--- src/logic/wss_pkg.sv ---
// Package with constants and types for the weekly schedule with special days.
package wss_pkg;
  localparam int MAX_ENTRIES = 20;
  localparam int IDX_W = 5;
  localparam logic [IDX_W-1:0] IDX_MAX = 5'h13;
  localparam logic [IDX_W:0] CNT_MAX = 6'h14;
  localparam int DATE_W = 11;
  localparam int TIME_W = 14;
  localparam logic [DATE_W-1:0] DATE_MIN = 11'h065;
  localparam logic [DATE_W-1:0] DATE_MAX = 11'h4CF;
  localparam logic [6:0] MONTH_MIN = 7'h01;
  localparam logic [6:0] MONTH_MAX = 7'h0C;
  localparam logic [6:0] DAY_MIN = 7'h01;
  localparam logic [6:0] DAY_MAX = 7'h1F;
  localparam logic [6:0] HUNDRED = 7'h64;
  localparam logic [6:0] HOUR_MAX = 7'h17;
  localparam logic [6:0] MINUTE_MAX = 7'h3B;
  localparam logic [TIME_W-1:0] TIME_DISABLE = 14'h2710;
  localparam logic [2:0] WEEKDAY_MAX = 3'h6;
  localparam int MASK_W = 7;

  typedef enum logic [1:0] {
    WSS_MODE_PLAIN = 2'h0,
    WSS_MODE_ADD = 2'h1,
    WSS_MODE_SKIP = 2'h2
  } wss_mode_e;

  typedef enum logic [2:0] {
    WSS_ST_IDLE = 3'h1,
    WSS_ST_LOAD = 3'h2,
    WSS_ST_DONE = 3'h4
  } wss_load_st_e;

  typedef struct packed {
    logic [6:0] month;
    logic [6:0] day;
    logic [2:0] weekday;
    logic [6:0] hour;
    logic [6:0] minute;
  } wss_clock_s;

  typedef struct packed {
    logic [1:0] mode;
    logic [MASK_W-1:0] weekday_mask;
    logic [TIME_W-1:0] on_time;
    logic [TIME_W-1:0] off_time;
  } wss_sched_s;
endpackage : wss_pkg

--- src/logic/wss_day_mem.sv ---
// Small register memory holding the special-day table entries.
`timescale 1ns/1ps
module wss_day_mem #(
  parameter int DEPTH = wss_pkg::MAX_ENTRIES,
  parameter int AW = wss_pkg::IDX_W,
  parameter int DW = wss_pkg::DATE_W
) (
  // Clock and enable
  input wire logic sys_clk,
  input wire logic clk_en,
  // Write port
  input wire logic wr_en,
  input wire logic [AW-1:0] wr_addr,
  input wire logic [DW-1:0] wr_data,
  // Read port
  input wire logic [AW-1:0] rd_addr,
  output logic [DW-1:0] rd_data
);
  logic [DW-1:0] mem [DEPTH];

  always_ff @(posedge sys_clk) begin
    if (clk_en && wr_en) begin
      mem[wr_addr] <= wr_data;
    end
  end

  always_ff @(posedge sys_clk) begin
    if (clk_en) begin
      rd_data <= mem[rd_addr];
    end
  end
endmodule : wss_day_mem

--- src/logic/wss_time_cmp.sv ---
// Compares the current hour and minute with one preset switching time.
`timescale 1ns/1ps
module wss_time_cmp (
  // Preset
  input wire logic [wss_pkg::TIME_W-1:0] preset,
  // Current time
  input wire logic [6:0] hour,
  input wire logic [6:0] minute,
  // Result
  output logic hit,
  output logic bad
);
  logic [wss_pkg::TIME_W-1:0] now_code;
  logic [wss_pkg::TIME_W-1:0] hour_part;
  logic [wss_pkg::TIME_W-1:0] min_part;

  assign hour_part = wss_pkg::TIME_W'(preset / wss_pkg::HUNDRED);
  assign min_part = wss_pkg::TIME_W'(preset % wss_pkg::HUNDRED);
  assign now_code = wss_pkg::TIME_W'(hour * wss_pkg::HUNDRED + minute);
  // The disable code never matches and is legal.
  assign hit = (preset != wss_pkg::TIME_DISABLE) && (preset == now_code);
  assign bad = (preset != wss_pkg::TIME_DISABLE) &&
               ((hour_part > wss_pkg::HOUR_MAX) || (min_part > wss_pkg::MINUTE_MAX));
endmodule : wss_time_cmp

--- src/logic/wss_week_sched.sv ---
// Weekly schedule comparator with a loadable special-day table.
`timescale 1ns/1ps
module wss_week_sched #(
  parameter int MAX_ENTRIES = wss_pkg::MAX_ENTRIES
) (
  // Clock, reset, enable
  input wire logic sys_clk,
  input wire logic sys_rst,
  input wire logic clk_en,
  // Table load
  input wire logic special_day_table_load,
  input wire logic [5:0] load_count,
  input wire logic [wss_pkg::DATE_W-1:0] load_date,
  output logic load_date_take,
  output logic table_busy,
  // Schedule compare
  input wire logic weekly_schedule_compare,
  input wire wss_pkg::wss_sched_s sched,
  input wire wss_pkg::wss_clock_s now,
  // Results
  output logic schedule_output,
  output logic program_error_flag,
  output logic error_led,
  // Register port
  input wire logic [3:0] reg_addr,
  input wire logic [31:0] reg_wdata,
  input wire logic reg_wr,
  input wire logic reg_rd,
  output logic [31:0] reg_rdata,
  output logic irq
);
  localparam logic [3:0] REG_STATUS = 4'h0;
  localparam logic [3:0] REG_MASK = 4'h1;
  localparam logic [3:0] REG_STATE = 4'h2;
  localparam int EV_W = 4;
  localparam int EV_ON = 0;
  localparam int EV_OFF = 1;
  localparam int EV_ERR = 2;
  localparam int EV_LOAD = 3;

  wss_pkg::wss_load_st_e load_st;
  wss_pkg::wss_load_st_e next_load_st;
  logic [5:0] load_total;
  logic [wss_pkg::IDX_W-1:0] wr_idx;
  logic [5:0] table_count;
  logic table_loaded;
  logic [wss_pkg::IDX_W-1:0] scan_idx;
  logic [wss_pkg::IDX_W-1:0] scan_idx_q;
  logic scan_valid_q;
  logic [wss_pkg::DATE_W-1:0] scan_date;
  logic [wss_pkg::DATE_W-1:0] today_code;
  logic today_special;
  logic special_acc;
  logic sweep_fresh;
  logic [wss_pkg::DATE_W-1:0] last_today;
  logic on_hit;
  logic off_hit;
  logic on_bad;
  logic off_bad;
  logic day_sel;
  logic yday_sel;
  logic [2:0] yday;
  logic [wss_pkg::TIME_W-1:0] last_min;
  logic [wss_pkg::TIME_W-1:0] now_min;
  logic new_minute;
  logic do_on;
  logic do_off;
  logic date_bad;
  logic sched_bad;
  logic err_event;
  logic [EV_W-1:0] status;
  logic [EV_W-1:0] irq_mask;
  logic [EV_W-1:0] events;

  // Checks a packed month*100+day code against the calendar ranges.
  function automatic logic date_ok(input logic [wss_pkg::DATE_W-1:0] d);
    logic [wss_pkg::DATE_W-1:0] mo;
    logic [wss_pkg::DATE_W-1:0] dy;
    mo = wss_pkg::DATE_W'(d / wss_pkg::HUNDRED);
    dy = wss_pkg::DATE_W'(d % wss_pkg::HUNDRED);
    date_ok = (mo >= wss_pkg::DATE_W'(wss_pkg::MONTH_MIN)) &&
              (mo <= wss_pkg::DATE_W'(wss_pkg::MONTH_MAX)) &&
              (dy >= wss_pkg::DATE_W'(wss_pkg::DAY_MIN)) &&
              (dy <= wss_pkg::DATE_W'(wss_pkg::DAY_MAX));
  endfunction : date_ok

  // Tells whether a weekday is selected by the mask.
  function automatic logic day_in_mask(input logic [wss_pkg::MASK_W-1:0] m,
                                       input logic [2:0] wd);
    day_in_mask = (wd <= wss_pkg::WEEKDAY_MAX) && m[wd];
  endfunction : day_in_mask

  // Table load sequencer.
  always_comb begin
    next_load_st = load_st;
    case (load_st)
      wss_pkg::WSS_ST_IDLE: begin
        if (special_day_table_load && (load_count != 6'h00) &&
            (load_count <= wss_pkg::CNT_MAX)) begin
          next_load_st = wss_pkg::WSS_ST_LOAD;
        end
      end
      wss_pkg::WSS_ST_LOAD: begin
        if (wr_idx == wss_pkg::IDX_W'(load_total - 6'h01)) begin
          next_load_st = wss_pkg::WSS_ST_DONE;
        end
      end
      wss_pkg::WSS_ST_DONE: begin
        if (!special_day_table_load) begin
          next_load_st = wss_pkg::WSS_ST_IDLE;
        end
      end
      default: next_load_st = wss_pkg::WSS_ST_IDLE;
    endcase
  end

  always_ff @(posedge sys_clk) begin
    if (sys_rst) begin
      load_st <= wss_pkg::WSS_ST_IDLE;
    end else if (clk_en) begin
      load_st <= next_load_st;
    end
  end

  assign load_date_take = (load_st == wss_pkg::WSS_ST_LOAD);
  assign table_busy = (load_st != wss_pkg::WSS_ST_IDLE);

  always_ff @(posedge sys_clk) begin
    if (sys_rst) begin
      wr_idx <= '0;
      load_total <= '0;
      table_count <= '0;
      table_loaded <= 1'b0;
    end else if (clk_en) begin
      if (load_st == wss_pkg::WSS_ST_IDLE && next_load_st == wss_pkg::WSS_ST_LOAD) begin
        load_total <= load_count;
        wr_idx <= '0;
        table_loaded <= 1'b0;
      end else if (load_st == wss_pkg::WSS_ST_LOAD) begin
        wr_idx <= wr_idx + 1'b1;
        if (next_load_st == wss_pkg::WSS_ST_DONE) begin
          table_count <= load_total;
          table_loaded <= 1'b1;
        end
      end
    end
  end

  assign date_bad = load_date_take && !date_ok(load_date);

  wss_day_mem #(
    .DEPTH(MAX_ENTRIES),
    .AW(wss_pkg::IDX_W),
    .DW(wss_pkg::DATE_W)
  ) u_mem (
    .sys_clk(sys_clk),
    .clk_en(clk_en),
    .wr_en(load_date_take),
    .wr_addr(wr_idx),
    .wr_data(load_date),
    .rd_addr(scan_idx),
    .rd_data(scan_date)
  );

  // The table is scanned continuously; a full sweep settles today's flag.
  // A sweep that saw the date change part way through holds stale matches,
  // so only a sweep that started on the current date may publish its result.
  assign today_code = wss_pkg::DATE_W'(now.month * wss_pkg::HUNDRED + now.day);

  always_ff @(posedge sys_clk) begin
    if (sys_rst) begin
      scan_idx <= '0;
      scan_idx_q <= '0;
      scan_valid_q <= 1'b0;
      special_acc <= 1'b0;
      today_special <= 1'b0;
      last_today <= '0;
      sweep_fresh <= 1'b0;
    end else if (clk_en) begin
      scan_idx <= (scan_idx == wss_pkg::IDX_MAX) ? '0 : scan_idx + 1'b1;
      scan_idx_q <= scan_idx;
      scan_valid_q <= 1'b1;
      last_today <= today_code;
      if (last_today != today_code) begin
        today_special <= 1'b0;
      end
      if (scan_valid_q) begin
        if (scan_idx_q == '0) begin
          special_acc <= table_loaded && (table_count != 6'h00) && (scan_date == today_code);
          sweep_fresh <= 1'b1;
        end else if ((6'(scan_idx_q) < table_count) && table_loaded &&
                     (scan_date == today_code)) begin
          special_acc <= 1'b1;
        end
        if (scan_idx_q == wss_pkg::IDX_MAX && last_today == today_code && sweep_fresh) begin
          today_special <= special_acc ||
                           ((6'(scan_idx_q) < table_count) && table_loaded &&
                            (scan_date == today_code));
        end
      end
      // A date change discards the sweep in progress.
      if (last_today != today_code) begin
        sweep_fresh <= 1'b0;
      end
    end
  end

  wss_time_cmp u_on_cmp (
    .preset(sched.on_time),
    .hour(now.hour),
    .minute(now.minute),
    .hit(on_hit),
    .bad(on_bad)
  );

  wss_time_cmp u_off_cmp (
    .preset(sched.off_time),
    .hour(now.hour),
    .minute(now.minute),
    .hit(off_hit),
    .bad(off_bad)
  );

  assign now_min = wss_pkg::TIME_W'(now.hour * wss_pkg::HUNDRED + now.minute);
  assign yday = (now.weekday == 3'h0) ? wss_pkg::WEEKDAY_MAX : now.weekday - 3'h1;

  // Day qualification per mode; special days override the weekday mask for the current day only (not yday_sel) in the add and skip modes.
  always_comb begin
    day_sel = day_in_mask(sched.weekday_mask, now.weekday);
    yday_sel = day_in_mask(sched.weekday_mask, yday);
    case (sched.mode)
      wss_pkg::WSS_MODE_ADD: day_sel = day_sel || today_special;
      wss_pkg::WSS_MODE_SKIP: day_sel = day_sel && !today_special;
      default: day_sel = day_sel;
    endcase
  end

  assign sched_bad = (sched.mode > 2'(wss_pkg::WSS_MODE_SKIP)) || on_bad || off_bad ||
                     ((sched.mode != 2'(wss_pkg::WSS_MODE_PLAIN)) && !table_loaded);
  assign new_minute = weekly_schedule_compare && (now_min != last_min);
  assign do_on = new_minute && !sched_bad && on_hit && day_sel;
  // An overnight span ends on the day after a selected day.
  assign do_off = new_minute && !sched_bad && off_hit &&
                  ((sched.on_time > sched.off_time && sched.on_time != wss_pkg::TIME_DISABLE)
                   ? (yday_sel || day_sel) : day_sel);
  assign err_event = date_bad || (weekly_schedule_compare && sched_bad);

  always_ff @(posedge sys_clk) begin
    if (sys_rst) begin
      last_min <= wss_pkg::TIME_DISABLE;
      schedule_output <= 1'b0;
    end else if (clk_en) begin
      if (weekly_schedule_compare) begin
        last_min <= now_min;
      end
      if (do_on) begin
        schedule_output <= 1'b1;
      end else if (do_off) begin
        schedule_output <= 1'b0;
      end
    end
  end

  always_ff @(posedge sys_clk) begin
    if (sys_rst) begin
      program_error_flag <= 1'b0;
      error_led <= 1'b0;
    end else if (clk_en) begin
      if (err_event) begin
        program_error_flag <= 1'b1;
        error_led <= 1'b1;
      end else if (reg_wr && reg_addr == REG_STATE && reg_wdata[0]) begin
        program_error_flag <= 1'b0;
        error_led <= 1'b0;
      end
    end
  end

  assign events = {load_st == wss_pkg::WSS_ST_LOAD && next_load_st == wss_pkg::WSS_ST_DONE,
                   err_event, do_off && !do_on, do_on};

  // Sticky status, cleared by reading it; a new event wins over the clear.
  always_ff @(posedge sys_clk) begin
    if (sys_rst) begin
      status <= '0;
      irq_mask <= '0;
      reg_rdata <= '0;
    end else if (clk_en) begin
      status <= ((reg_rd && reg_addr == REG_STATUS) ? '0 : status) | events;
      if (reg_wr && reg_addr == REG_MASK) begin
        irq_mask <= reg_wdata[EV_W-1:0];
      end
      reg_rdata <= '0;
      if (reg_rd) begin
        case (reg_addr)
          REG_STATUS: reg_rdata <= {28'h0000000, status};
          REG_MASK: reg_rdata <= {28'h0000000, irq_mask};
          REG_STATE: reg_rdata <= {16'h0000, 2'h0, table_count, 3'h0, table_loaded,
                                   1'b0, table_busy, schedule_output, program_error_flag};
          default: reg_rdata <= '0;
        endcase
      end
    end
  end

  assign irq = |(status & irq_mask);
endmodule : wss_week_sched

--- config.mk ---
export PLATFORM = sky130hd
export DESIGN_NAME = wss_week_sched
export DESIGN_NICKNAME = d
export VERILOG_FILES = /design/src/logic/wss_pkg.sv /design/src/logic/wss_day_mem.sv /design/src/logic/wss_time_cmp.sv /design/src/logic/wss_week_sched.sv
export SDC_FILE = /design/constraint.sdc
export NUM_CORES = 1
export LEC_CHECK = 0
export BUFFER_PORTS_ARGS = -buffer_cell sky130_fd_sc_hd__buf_2
export CORE_ASPECT_RATIO = 1.75
export CORE_MARGIN = 3
export CORE_UTILIZATION = 40
export DETAILED_ROUTE_END_ITERATION = 7
export PLACE_DENSITY = 0.54
export SYNTH_ARGS = -nofsm -noshare
export SYNTH_HDL_FRONTEND = slang
export SYNTH_SLANG_ARGS = --single-unit
export TNS_END_PERCENT = 30
--- constraint.sdc ---
create_clock -name sys_clk -period 14.16 [get_ports sys_clk]
set_clock_uncertainty 0.05 [all_clocks]
set_input_delay 0.708 -clock sys_clk [delete_from_list [all_inputs] [get_ports sys_clk]]
set_output_delay 0.708 -clock sys_clk [all_outputs]
set_load 0.02 [all_outputs]
# Word level (Yosys, flattened, before mapping)
# Memory sizes are Yosys's and may differ from the RTL's. A register that Yosys moved wholly into a read port is not among the register bits.
# Cells that the tools add are included.
# word_totals
input_bits,128
out_inout_bits,38
ram_bits,220
reg_bits,102
mem_count,1
# memory_table
memory,depth,word_bits,rd,rd_ports_with_merged_regs,write_ports,line,text
u_mem.mem,20,11,1,1,1,wss_day_mem.sv:19,logic [DW-1:0] mem [DEPTH];
# op_classes
order_cmp,16
div,6
n_reduce_logical,74
n_mux,34
mul,2
bitwise_logic,3
n_addsub,6
n_eq_ne,21
# op_table
operator,n
case mux 14 bit (3 select lines),1
logical AND 1 bit,36
divider 14 x 7 -> 14 bit (second input constant),2
== test 14 bit,2
> comparator 14 x 5 -> 1 bit (second input constant),2
> comparator 14 x 6 -> 1 bit (second input constant),2
modulo 14 x 7 -> 14 bit (second input constant),2
inequality test 14 bit (second input constant),2
== test 11 bit,2
>= comparator 11 x 1 -> 1 bit (second input constant),2
2-to-1 mux 1 bit,20
nonzero test 2 bit,8
2-to-1 mux 5 bit,3
adder 14 x 7 -> 14 bit,1
> comparator 14 bit,1
2-to-1 mux 14 bit,1
inequality test 14 bit,1
multiplier 7 x 5 -> 12 bit (second input constant),1
2-to-1 mux 3 bit,4
AND reduction 2 bit,6
nonzero test 6 bit,2
adder 11 x 7 -> 11 bit,1
divider 11 x 7 -> 11 bit (second input constant),1
less-or-equal comparator 11 x 4 -> 1 bit (second input constant),1
37 further kinds,58

# Logic depth before layout (Yosys ltp)
# Gate-level depths: netlist of the first run.
# depth
word_depth,14
ltp_mapped,22
mapped_depth_nobuf,19

# Cells and area by module
# From an unflattened synthesis of the first run, not the netlist that was laid out.
# hier_totals
cells_unflattened,2068
area_unflattened_um2,21879.7
# by_module_without_submodules
module,cells_per_inst,n_inst,area_each_um2
wss_day_mem,432,1,8988.6
wss_week_sched,860,1,7113.1
wss_time_cmp (u_off_cmp),407,1,2952.8
wss_time_cmp (u_on_cmp),369,1,2825.2

# Worst setup path after synthesis of the first run
# Ideal clock, no wire load.
# synth_path
path_type,in2reg
from,in sched[10] in the netlist's numbering
to,reg status[0]
stages,18
n_path_buf,0
t_arrival_ns,5.291
slack_ns,8.748
setup_ns,0.070
required_ns,14.040
cell_sequence,or4b_1 -> a21oi_2 -> a311oi_4 -> and3_4 -> o221a_4 -> or4_1 -> a21oi_1 -> or3b_4 -> mux2i_2 -> o211ai_1 -> a22oi_2 -> nand2_1 -> o311a_1 -> mux2i_1 -> a2111oi_0 -> a2111oi_2 -> or3_1 -> a21oi_1
# synth_via
elab_chain_len,11
# synth_lines
item,line,text
from (decl),wss_week_sched.sv:18,"input wire wss_pkg::wss_sched_s sched,"
divider 14 x 7 -> 14 bit / modulo 14 x 7 -> 14 bit (equally long branches),"wss_time_cmp.sv:17, wss_time_cmp.sv:18",
> comparator 14 x 5 -> 1 bit / > comparator 14 x 6 -> 1 bit (equally long branches),wss_time_cmp.sv:23,((hour_part > wss_pkg::HOUR_MAX) || (min_part > wss_pkg::MINUTE_MAX));
logical OR 1 bit,wss_time_cmp.sv:23,
logical AND 1 bit *,wss_time_cmp.sv:22,assign bad = (preset != wss_pkg::TIME_DISABLE) &&
logical OR 1 bit * (2 in series),wss_week_sched.sv:238,assign sched_bad = (sched.mode > 2'(wss_pkg::WSS_MODE_SKIP)) || on_bad || off_bad ||
zero test 1 bit *,wss_week_sched.sv:241,assign do_on = new_minute && !sched_bad && on_hit && day_sel;
logical AND 1 bit * (3 in series),wss_week_sched.sv:241,
OR 4 bit *,wss_week_sched.sv:289,status <= ((reg_rd && reg_addr == REG_STATUS) ? '0 : status) | events;
to (signal assigned),wss_week_sched.sv:289,
to (decl),wss_week_sched.sv:71,logic [EV_W-1:0] status;
# Mark *: on every way between the ends. The rest lies on a longest branch, timed or not.
# A chain may end at the register's enable or synchronous reset.

# Worst setup path after layout of the first run
# layout_path
from,in sched[27] in the netlist's numbering
to,reg schedule_output
# layout_via
elab_chain_len,13
# layout_lines
item,line,text
divider 14 x 7 -> 14 bit / modulo 14 x 7 -> 14 bit (equally long branches),"wss_time_cmp.sv:17, wss_time_cmp.sv:18",
> comparator 14 x 5 -> 1 bit / > comparator 14 x 6 -> 1 bit (equally long branches),wss_time_cmp.sv:23,
logical OR 1 bit,wss_time_cmp.sv:23,
logical AND 1 bit,wss_time_cmp.sv:22,
logical OR 1 bit (3 in series),wss_week_sched.sv:238,
zero test 1 bit,"wss_week_sched.sv:241, wss_week_sched.sv:243",
logical AND 1 bit,"wss_week_sched.sv:241, wss_week_sched.sv:243",
logical AND 1 bit (on tied branches) (2 in series),"wss_week_sched.sv:241, wss_week_sched.sv:243",
nonzero test 2 bit (no line),-,
AND reduction 2 bit (no line),-,
to (signal assigned),wss_week_sched.sv:251,schedule_output <= 1'b0;
to (signal assigned),wss_week_sched.sv:257,schedule_output <= 1'b1;
to (signal assigned),wss_week_sched.sv:259,schedule_output <= 1'b0;
to (decl),wss_week_sched.sv:21,"output logic schedule_output,"
# Parallel ways exist; a longest one is shown, timed or not.

==> flow_summary.toml, run 1 <==
[status]
outcome = "finished, final reports clean"

[global_routing]
grt_usage = 0.194
grt_antenna_before_repair = 0
grt_pass1_wl_um = 76700
grt_pass1_vias = 14000
grt_max_degree = 80
grt_overflow = 0

[floorplan]
dieArea_mm2 = 0.0502
dieWidth_um = 171
die_h_um = 294
fp.coreArea_mm2 = 0.0469
io_pins = 166
initial_utilization = 0.405
num_rows = 105

[critical_path]
critical_path_buf_inv_count = 1
r2r_cells = 4
critPathSlowestCell = "o32ai_1"
cp.depth = 19
r2r_end = "u_mem.rd_data[6]"
worstPathCellList = "buf_2 > a21boi_0 > o211a_1 > a31oi_1 > a21oi_1 > o22a_1 > nor3_1 > o2111a_1 > o21ai_0 > and2_1 > o311ai_0 > o311a_1 > o31a_1 > o32ai_1 > xnor2_1 > nand2_1 > o32ai_1 > or3_1 > a21oi_1"
crit_end = "schedule_output"
path_max_fanout = 37
timing.rr.start = "scan_idx[0]"
worstSetupPathType = "in2reg"
critPathMaxStageDelay_ns = 0.94
arrival_ns = 7.19
path_delay_family = "compound AO/OA/AOI/OAI gates"
endpoint_kind = "flip-flop"
r2r_slack_ns = 11.09
worstPathRequired_ns = 14.52
critPathLaunch = "sched[27]"
crit_path_start_kind = "input port"

[timing]
relSlewSlack = 0.221
timing.hold.ws_ns = 0.354
final.min_clock_period_ns = 6.84
worst_pin_slew_ns = 1.16
tns_ns = 0
post-route-period-util = 0.483
setup_viol = 0
finalMaxSlewViolations = 0
rsz0062_at_grt = "false"
hold_viol_final = 0
fmax_ghz = 0.146

[logic_synthesis]
synth_common_cells = "edfxtp_1 (231), nor2_1 (147), nand2_1 (108)"
synth_area_mm2 = 0.0190
synth_seq_area_share = 0.451
synth_top_area_frac = 0.365
ys.flop_type = "edfxtp_1"
synth.most_common_cell = "edfxtp_1"
syn-instance-count = 1716
async_flop_share = 0
synth_edf_count = 231
yosys.area.top_type = "edfxtp_1"
ys_warn_count = 0
yosys-top-cells-area = "edfxtp_1 (37%), dfxtp_1 (8.5%), mux4_2 (8.1%), ha_1 (5.3%), xnor2_1 (3.4%)"
avgSynthCellArea_um2 = 11.1
synth-seq-cells = 312
ys_types = 102

[run]
drv_cap = 0

[power]
ir_drop_v = 0.000109
powerDensity_mw_per_mm2 = 118
p_leak_nw = 7.58

[clocking]
clk_pin_slew_ns = 0.06
cts_resized = 0
cts_root_buf = "clkbuf_16"
cts_sinks = 312
clk_latency_ns = 0.57
clockBufferDepth = 3
hold_buffers = 0
h-tree-depth = 1
postCtsSetupRepairBufs = 0
cts_tree = "built"
cts_buffers = 28

[cells_and_area]
fin_cells = 2404
syn2layout_area_growth_pct = 10.4
nets = 2009
layout-drive-gt1-share = 0.173
diodes = 0

[route]
vias = 13800
routed-wl-met2_um = 29200
ant_nets = 0
wl_um = 49400
drtIter0Drc = 964
post_drt_wl_per_cell_um = 20.6
first_pass_iters = 5
viasPerCell = 5.73
wl_met3_um = 1510
routed.top_layer = "met4"
drc = 0
met1Wirelength_um = 17000

[placed_design]
portBuffers = 116
place_hpwl_um = 37200
gp_congestion = 0.851
place_inst = 2352

[worst_hold_path]
min_path_type = "in2reg"
==> cell usage in the layout, fill, tap and decap left out, types with 23 or more instances in the layout <==
master     netlist  layout
nor3_1          32      32
ha_1            81      81
xnor2_1         73      73
nor2_1         147     147
dfxtp_1         81      79
buf_2           12     116
nand3_1         33      33
o21ai_0         56      56
inv_1           67      69
mux2i_1         34      34
clkbuf_16        0      29
nand2_1        108     108
mux4_2          68      68
xor2_1          49      49
o211ai_1        23      23
edfxtp_1       231     231
a21oi_1         89      89
==> metal layers <==
layer,vias to the layer above,GRT usage
met5,-,0
met2,336,0.406
met4,0,0.0693
met1,6729,0.193
li1,6618,-
met3,100,0.0125
==> final cells by class <==
class / count / area (um^2)
inverters: 70 / 263
flip-flops and latches: 312 / 8560
fillers: 4384 / 25900
multi-input cells: 1244 / 9710
clock inverters: 17 / 193
well taps: 588 / 736
clock buffers: 35 / 758
repair buffers: 138 / 746
==> stage by stage <==
stage	setup slack [ns]	util	cell area [um^2]	power, mW
6_report	7.32	0.447	21000	2.47
3_3_place_gp	6.87	0.427	20000	1.70
3_5_place_dp	6.85	0.427	20000	1.71
2_1_floorplan	8.75	-	19100	1.55
4_1_cts	7.40	0.447	21000	2.50
5_1_grt	6.84	0.447	21000	2.60
==> cells by family after synthesis <==
group / share of synthesized area
AO/OA/AOI/OAI: 0.146
XOR/XNOR: 0.0580
adder cells (fa/ha/maj): 0.0623
buffers and inverters: 0.0419
flip-flops: 0.451
multiplexers: 0.109
other: 0.000197
AND/OR/NAND/NOR: 0.132
==> registers in the layout, summed over array words and instances, names as in the netlist <==
name             flops
u_mem.mem          220
last_min            14
last_today          11
reg_rdata           11
u_mem.rd_data       11
load_total           6
table_count          6
scan_idx             5
scan_idx_q           5
wr_idx               5
irq_mask             4
status               4
load_st              3
error_led            1
scan_valid_q         1
schedule_output      1
special_acc          1
sweep_fresh          1
table_loaded         1
today_special        1
==> worst reg2reg max path: stages, from the launching register on <==
cell,delay [ns]
dfxtp_4,0.72
buf_4,0.66
mux4_2,0.64
mux4_2,0.51
mux2_2,0.27
==> where the power goes <==
| part | switching [mW] | total [mW] | leakage, nW | internal, mW |
|---|---|---|---|---|
| clock | 0.342 | 0.781 | 0.464 | 0.439 |
| combinational | 0.410 | 0.690 | 4.37 | 0.280 |
| sequential | 0.0115 | 1.00 | 2.74 | 0.992 |
| total | 0.763 | 2.47 | 7.58 | 1.71 |
==> worst min-delay path by stage <==
stage,startpoint,to,slack [ns],cells past startpoint
after detailed placement,load_total[5],load_total[5],0.38,2
after floorplan,load_total[5],load_total[5],0.37,2
after global placement,load_total[5],load_total[5],0.38,2
after global routing,reg_wdata[1],irq_mask[1],0.36,3
after CTS,reg_wdata[2],irq_mask[2],0.33,3
final,reg_wdata[2],irq_mask[2],0.35,3
(Power assumes the default switching activity.)
==> inputs of run 2 (changes only) <==
- clock period: 14.16 -> 6.3 ns (I/O delays scaled with it)
==> run 2 against run 1 <==
  * Register-to-register slack got worse by 7.9 ns
  * Core utilization increased by 0.53 points
  * Critical path depth increased by 2
  * Global-route usage about the same
  * Flip-flop and latch count unchanged
  * Final cell count increased by 0.96%
  * Largest cell class unchanged
==> flow_summary.toml, run 2 (synthesis gave the netlist of run 1 again) <==
[status]
outcome = "finished, final reports clean"

[global_routing]
grt_overflow = 0
grt_max_degree = 80
grt_antenna_before_repair = 1
grt_usage = 0.194
grt_pass1_vias = 14500
grt_pass1_wl_um = 77100

[route]
ant_nets = 0
vias = 13800
wl_um = 49600
post_drt_wl_per_cell_um = 20.4
drtIter0Drc = 796
first_pass_iters = 7
viasPerCell = 5.68
drc = 0

[cells_and_area]
largest_reg_flops = 220
layout-drive-gt1-share = 0.181
nets = 2035
stdcell_area_mm2 = 0.0212
syn2layout_area_growth_pct = 11.7
top_register = "u_mem.mem"
diodes = 0
multi_input_area_mm2 = 0.00971
regArea_mm2 = 0.00856
layout_common_cells = "edfxtp_1 (231), nor2_1 (147), buf_2 (116)"
filler_cell_count = 4353
final_common_cell = "edfxtp_1"
reg_top3 = "u_mem.mem: 220 flops, last_min: 14 flops"

[clocking]
cts_root_buf = "clkbuf_16"
postCtsSetupRepairBufs = 0
clockBufferDepth = 3
cts_tree = "built"
cts_sinks = 312
h-tree-depth = 1
cts_resized = 0
cts_buffers = 28
clk_latency_ns = 0.55
clk_pin_slew_ns = 0.07

[floorplan]
initial_utilization = 0.405
num_rows = 105
io_pins = 166
fp.coreArea_mm2 = 0.0469
dieWidth_um = 171
die_h_um = 294
dieArea_mm2 = 0.0502

[placed_design]
portBuffers = 116
place_hpwl_um = 38100
gp_congestion = 0.850
post_dp_cell_area_mm2 = 0.0201

[timing]
tns_ns = 0
relSlewSlack = 0.195
final.min_clock_period_ns = 5.33
hold_viol_final = 0
fmax_ghz = 0.187
rsz0062_at_grt = "false"
setup_viol = 0
finalMaxSlewViolations = 0
worst_pin_slew_ns = 1.20
post-route-period-util = 0.847

[run]
drv_cap = 0

[critical_path]
crit_path_start_kind = "input port"
worstSetupPathType = "in2reg"
path_delay_family = "compound AO/OA/AOI/OAI gates"
critPathSlowestCell = "o31ai_1"
critical_path_buf_inv_count = 3
worstPathRequired_ns = 6.73
endpoint_kind = "flip-flop"
arrival_ns = 5.76
critPathMaxStageDelay_ns = 0.58
r2r_slack_ns = 3.20
worstPathCellList = "buf_2 > nand3b_1 > o31ai_1 > o31ai_1 > a21boi_0 > o22a_1 > nor3_1 > buf_4 > o2111a_1 > o21ai_0 > nand2_1 > a211oi_1 > o31a_1 > a311oi_1 > a311oi_1 > o211a_1 > o211a_1 > o32ai_1 > buf_4 > or3_1 > a21oi_1"
path_max_fanout = 26

[power]
ir_drop_v = 0.000236
p_leak_nw = 7.71
powerDensity_mw_per_mm2 = 267
power.total_mw = 5.66

[worst_hold_path]
min_path_type = "in2reg"
## run 2: routing by layer
metal | global-route usage | share of wire | vias to the layer above
met2 | 0.415 | 0.61 | 275
met5 | 0 | 0 | -
met4 | 0.0626 | 0.030 | 0
li1 | - | - | 6644
met3 | 0.0132 | 0.027 | 88
met1 | 0.188 | 0.34 | 6783
## run 2: worst min-delay path: cells and delay by family
kind	cells	cell delay, ns
buffers and inverters	1	0.12
multiplexers	1	0.07
AND/OR/NAND/NOR	1	0.08
## run 2: where the power goes
group	internal, mW	switching (mW)	total, mW
Sequential	2.23	0.0265	2.26
Combinational	0.656	0.929	1.58
Clock	1.07	0.750	1.82
## run 2: area by class of cell
cell class | instances | share of cell area
repair buffers | 164 | 0.0454
well taps | 588 | 0.0347
clock inverters | 17 | 0.0125
clock buffers | 32 | 0.0337
multi-input cells | 1244 | 0.458
flip-flops and latches | 312 | 0.404
inverters | 70 | 0.0124
## run 2: worst paths after layout
check                     start           endpoint  cells past startpoint
hold reg to reg   load_total[5]      load_total[5]                      2
setup reg to reg    scan_idx[0]  u_mem.rd_data[10]                      4
setup / recovery      sched[26]          status[0]                     21
hold / removal          now[17]      last_today[0]                      3
## run 2: metrics by stage
step                      worst slack (ns)  std cells   util  hold WS (ns)
after global routing                 0.492       2427  0.452        0.0335
after detailed placement             0.399       2369  0.430         0.382
final                                0.966       2427  0.452        0.0218
after CTS                            0.951       2427  0.452       0.00931
after floorplan                       1.28       1736      -         0.364
after global placement               0.494       2369  0.430         0.377
## run 2: what timing repair did
item / in CTS / in global routing
setup endpoints to repair: 0 / 0
hold buffers: 9 / 0
endpoints found under the hold margin: 9 / 0
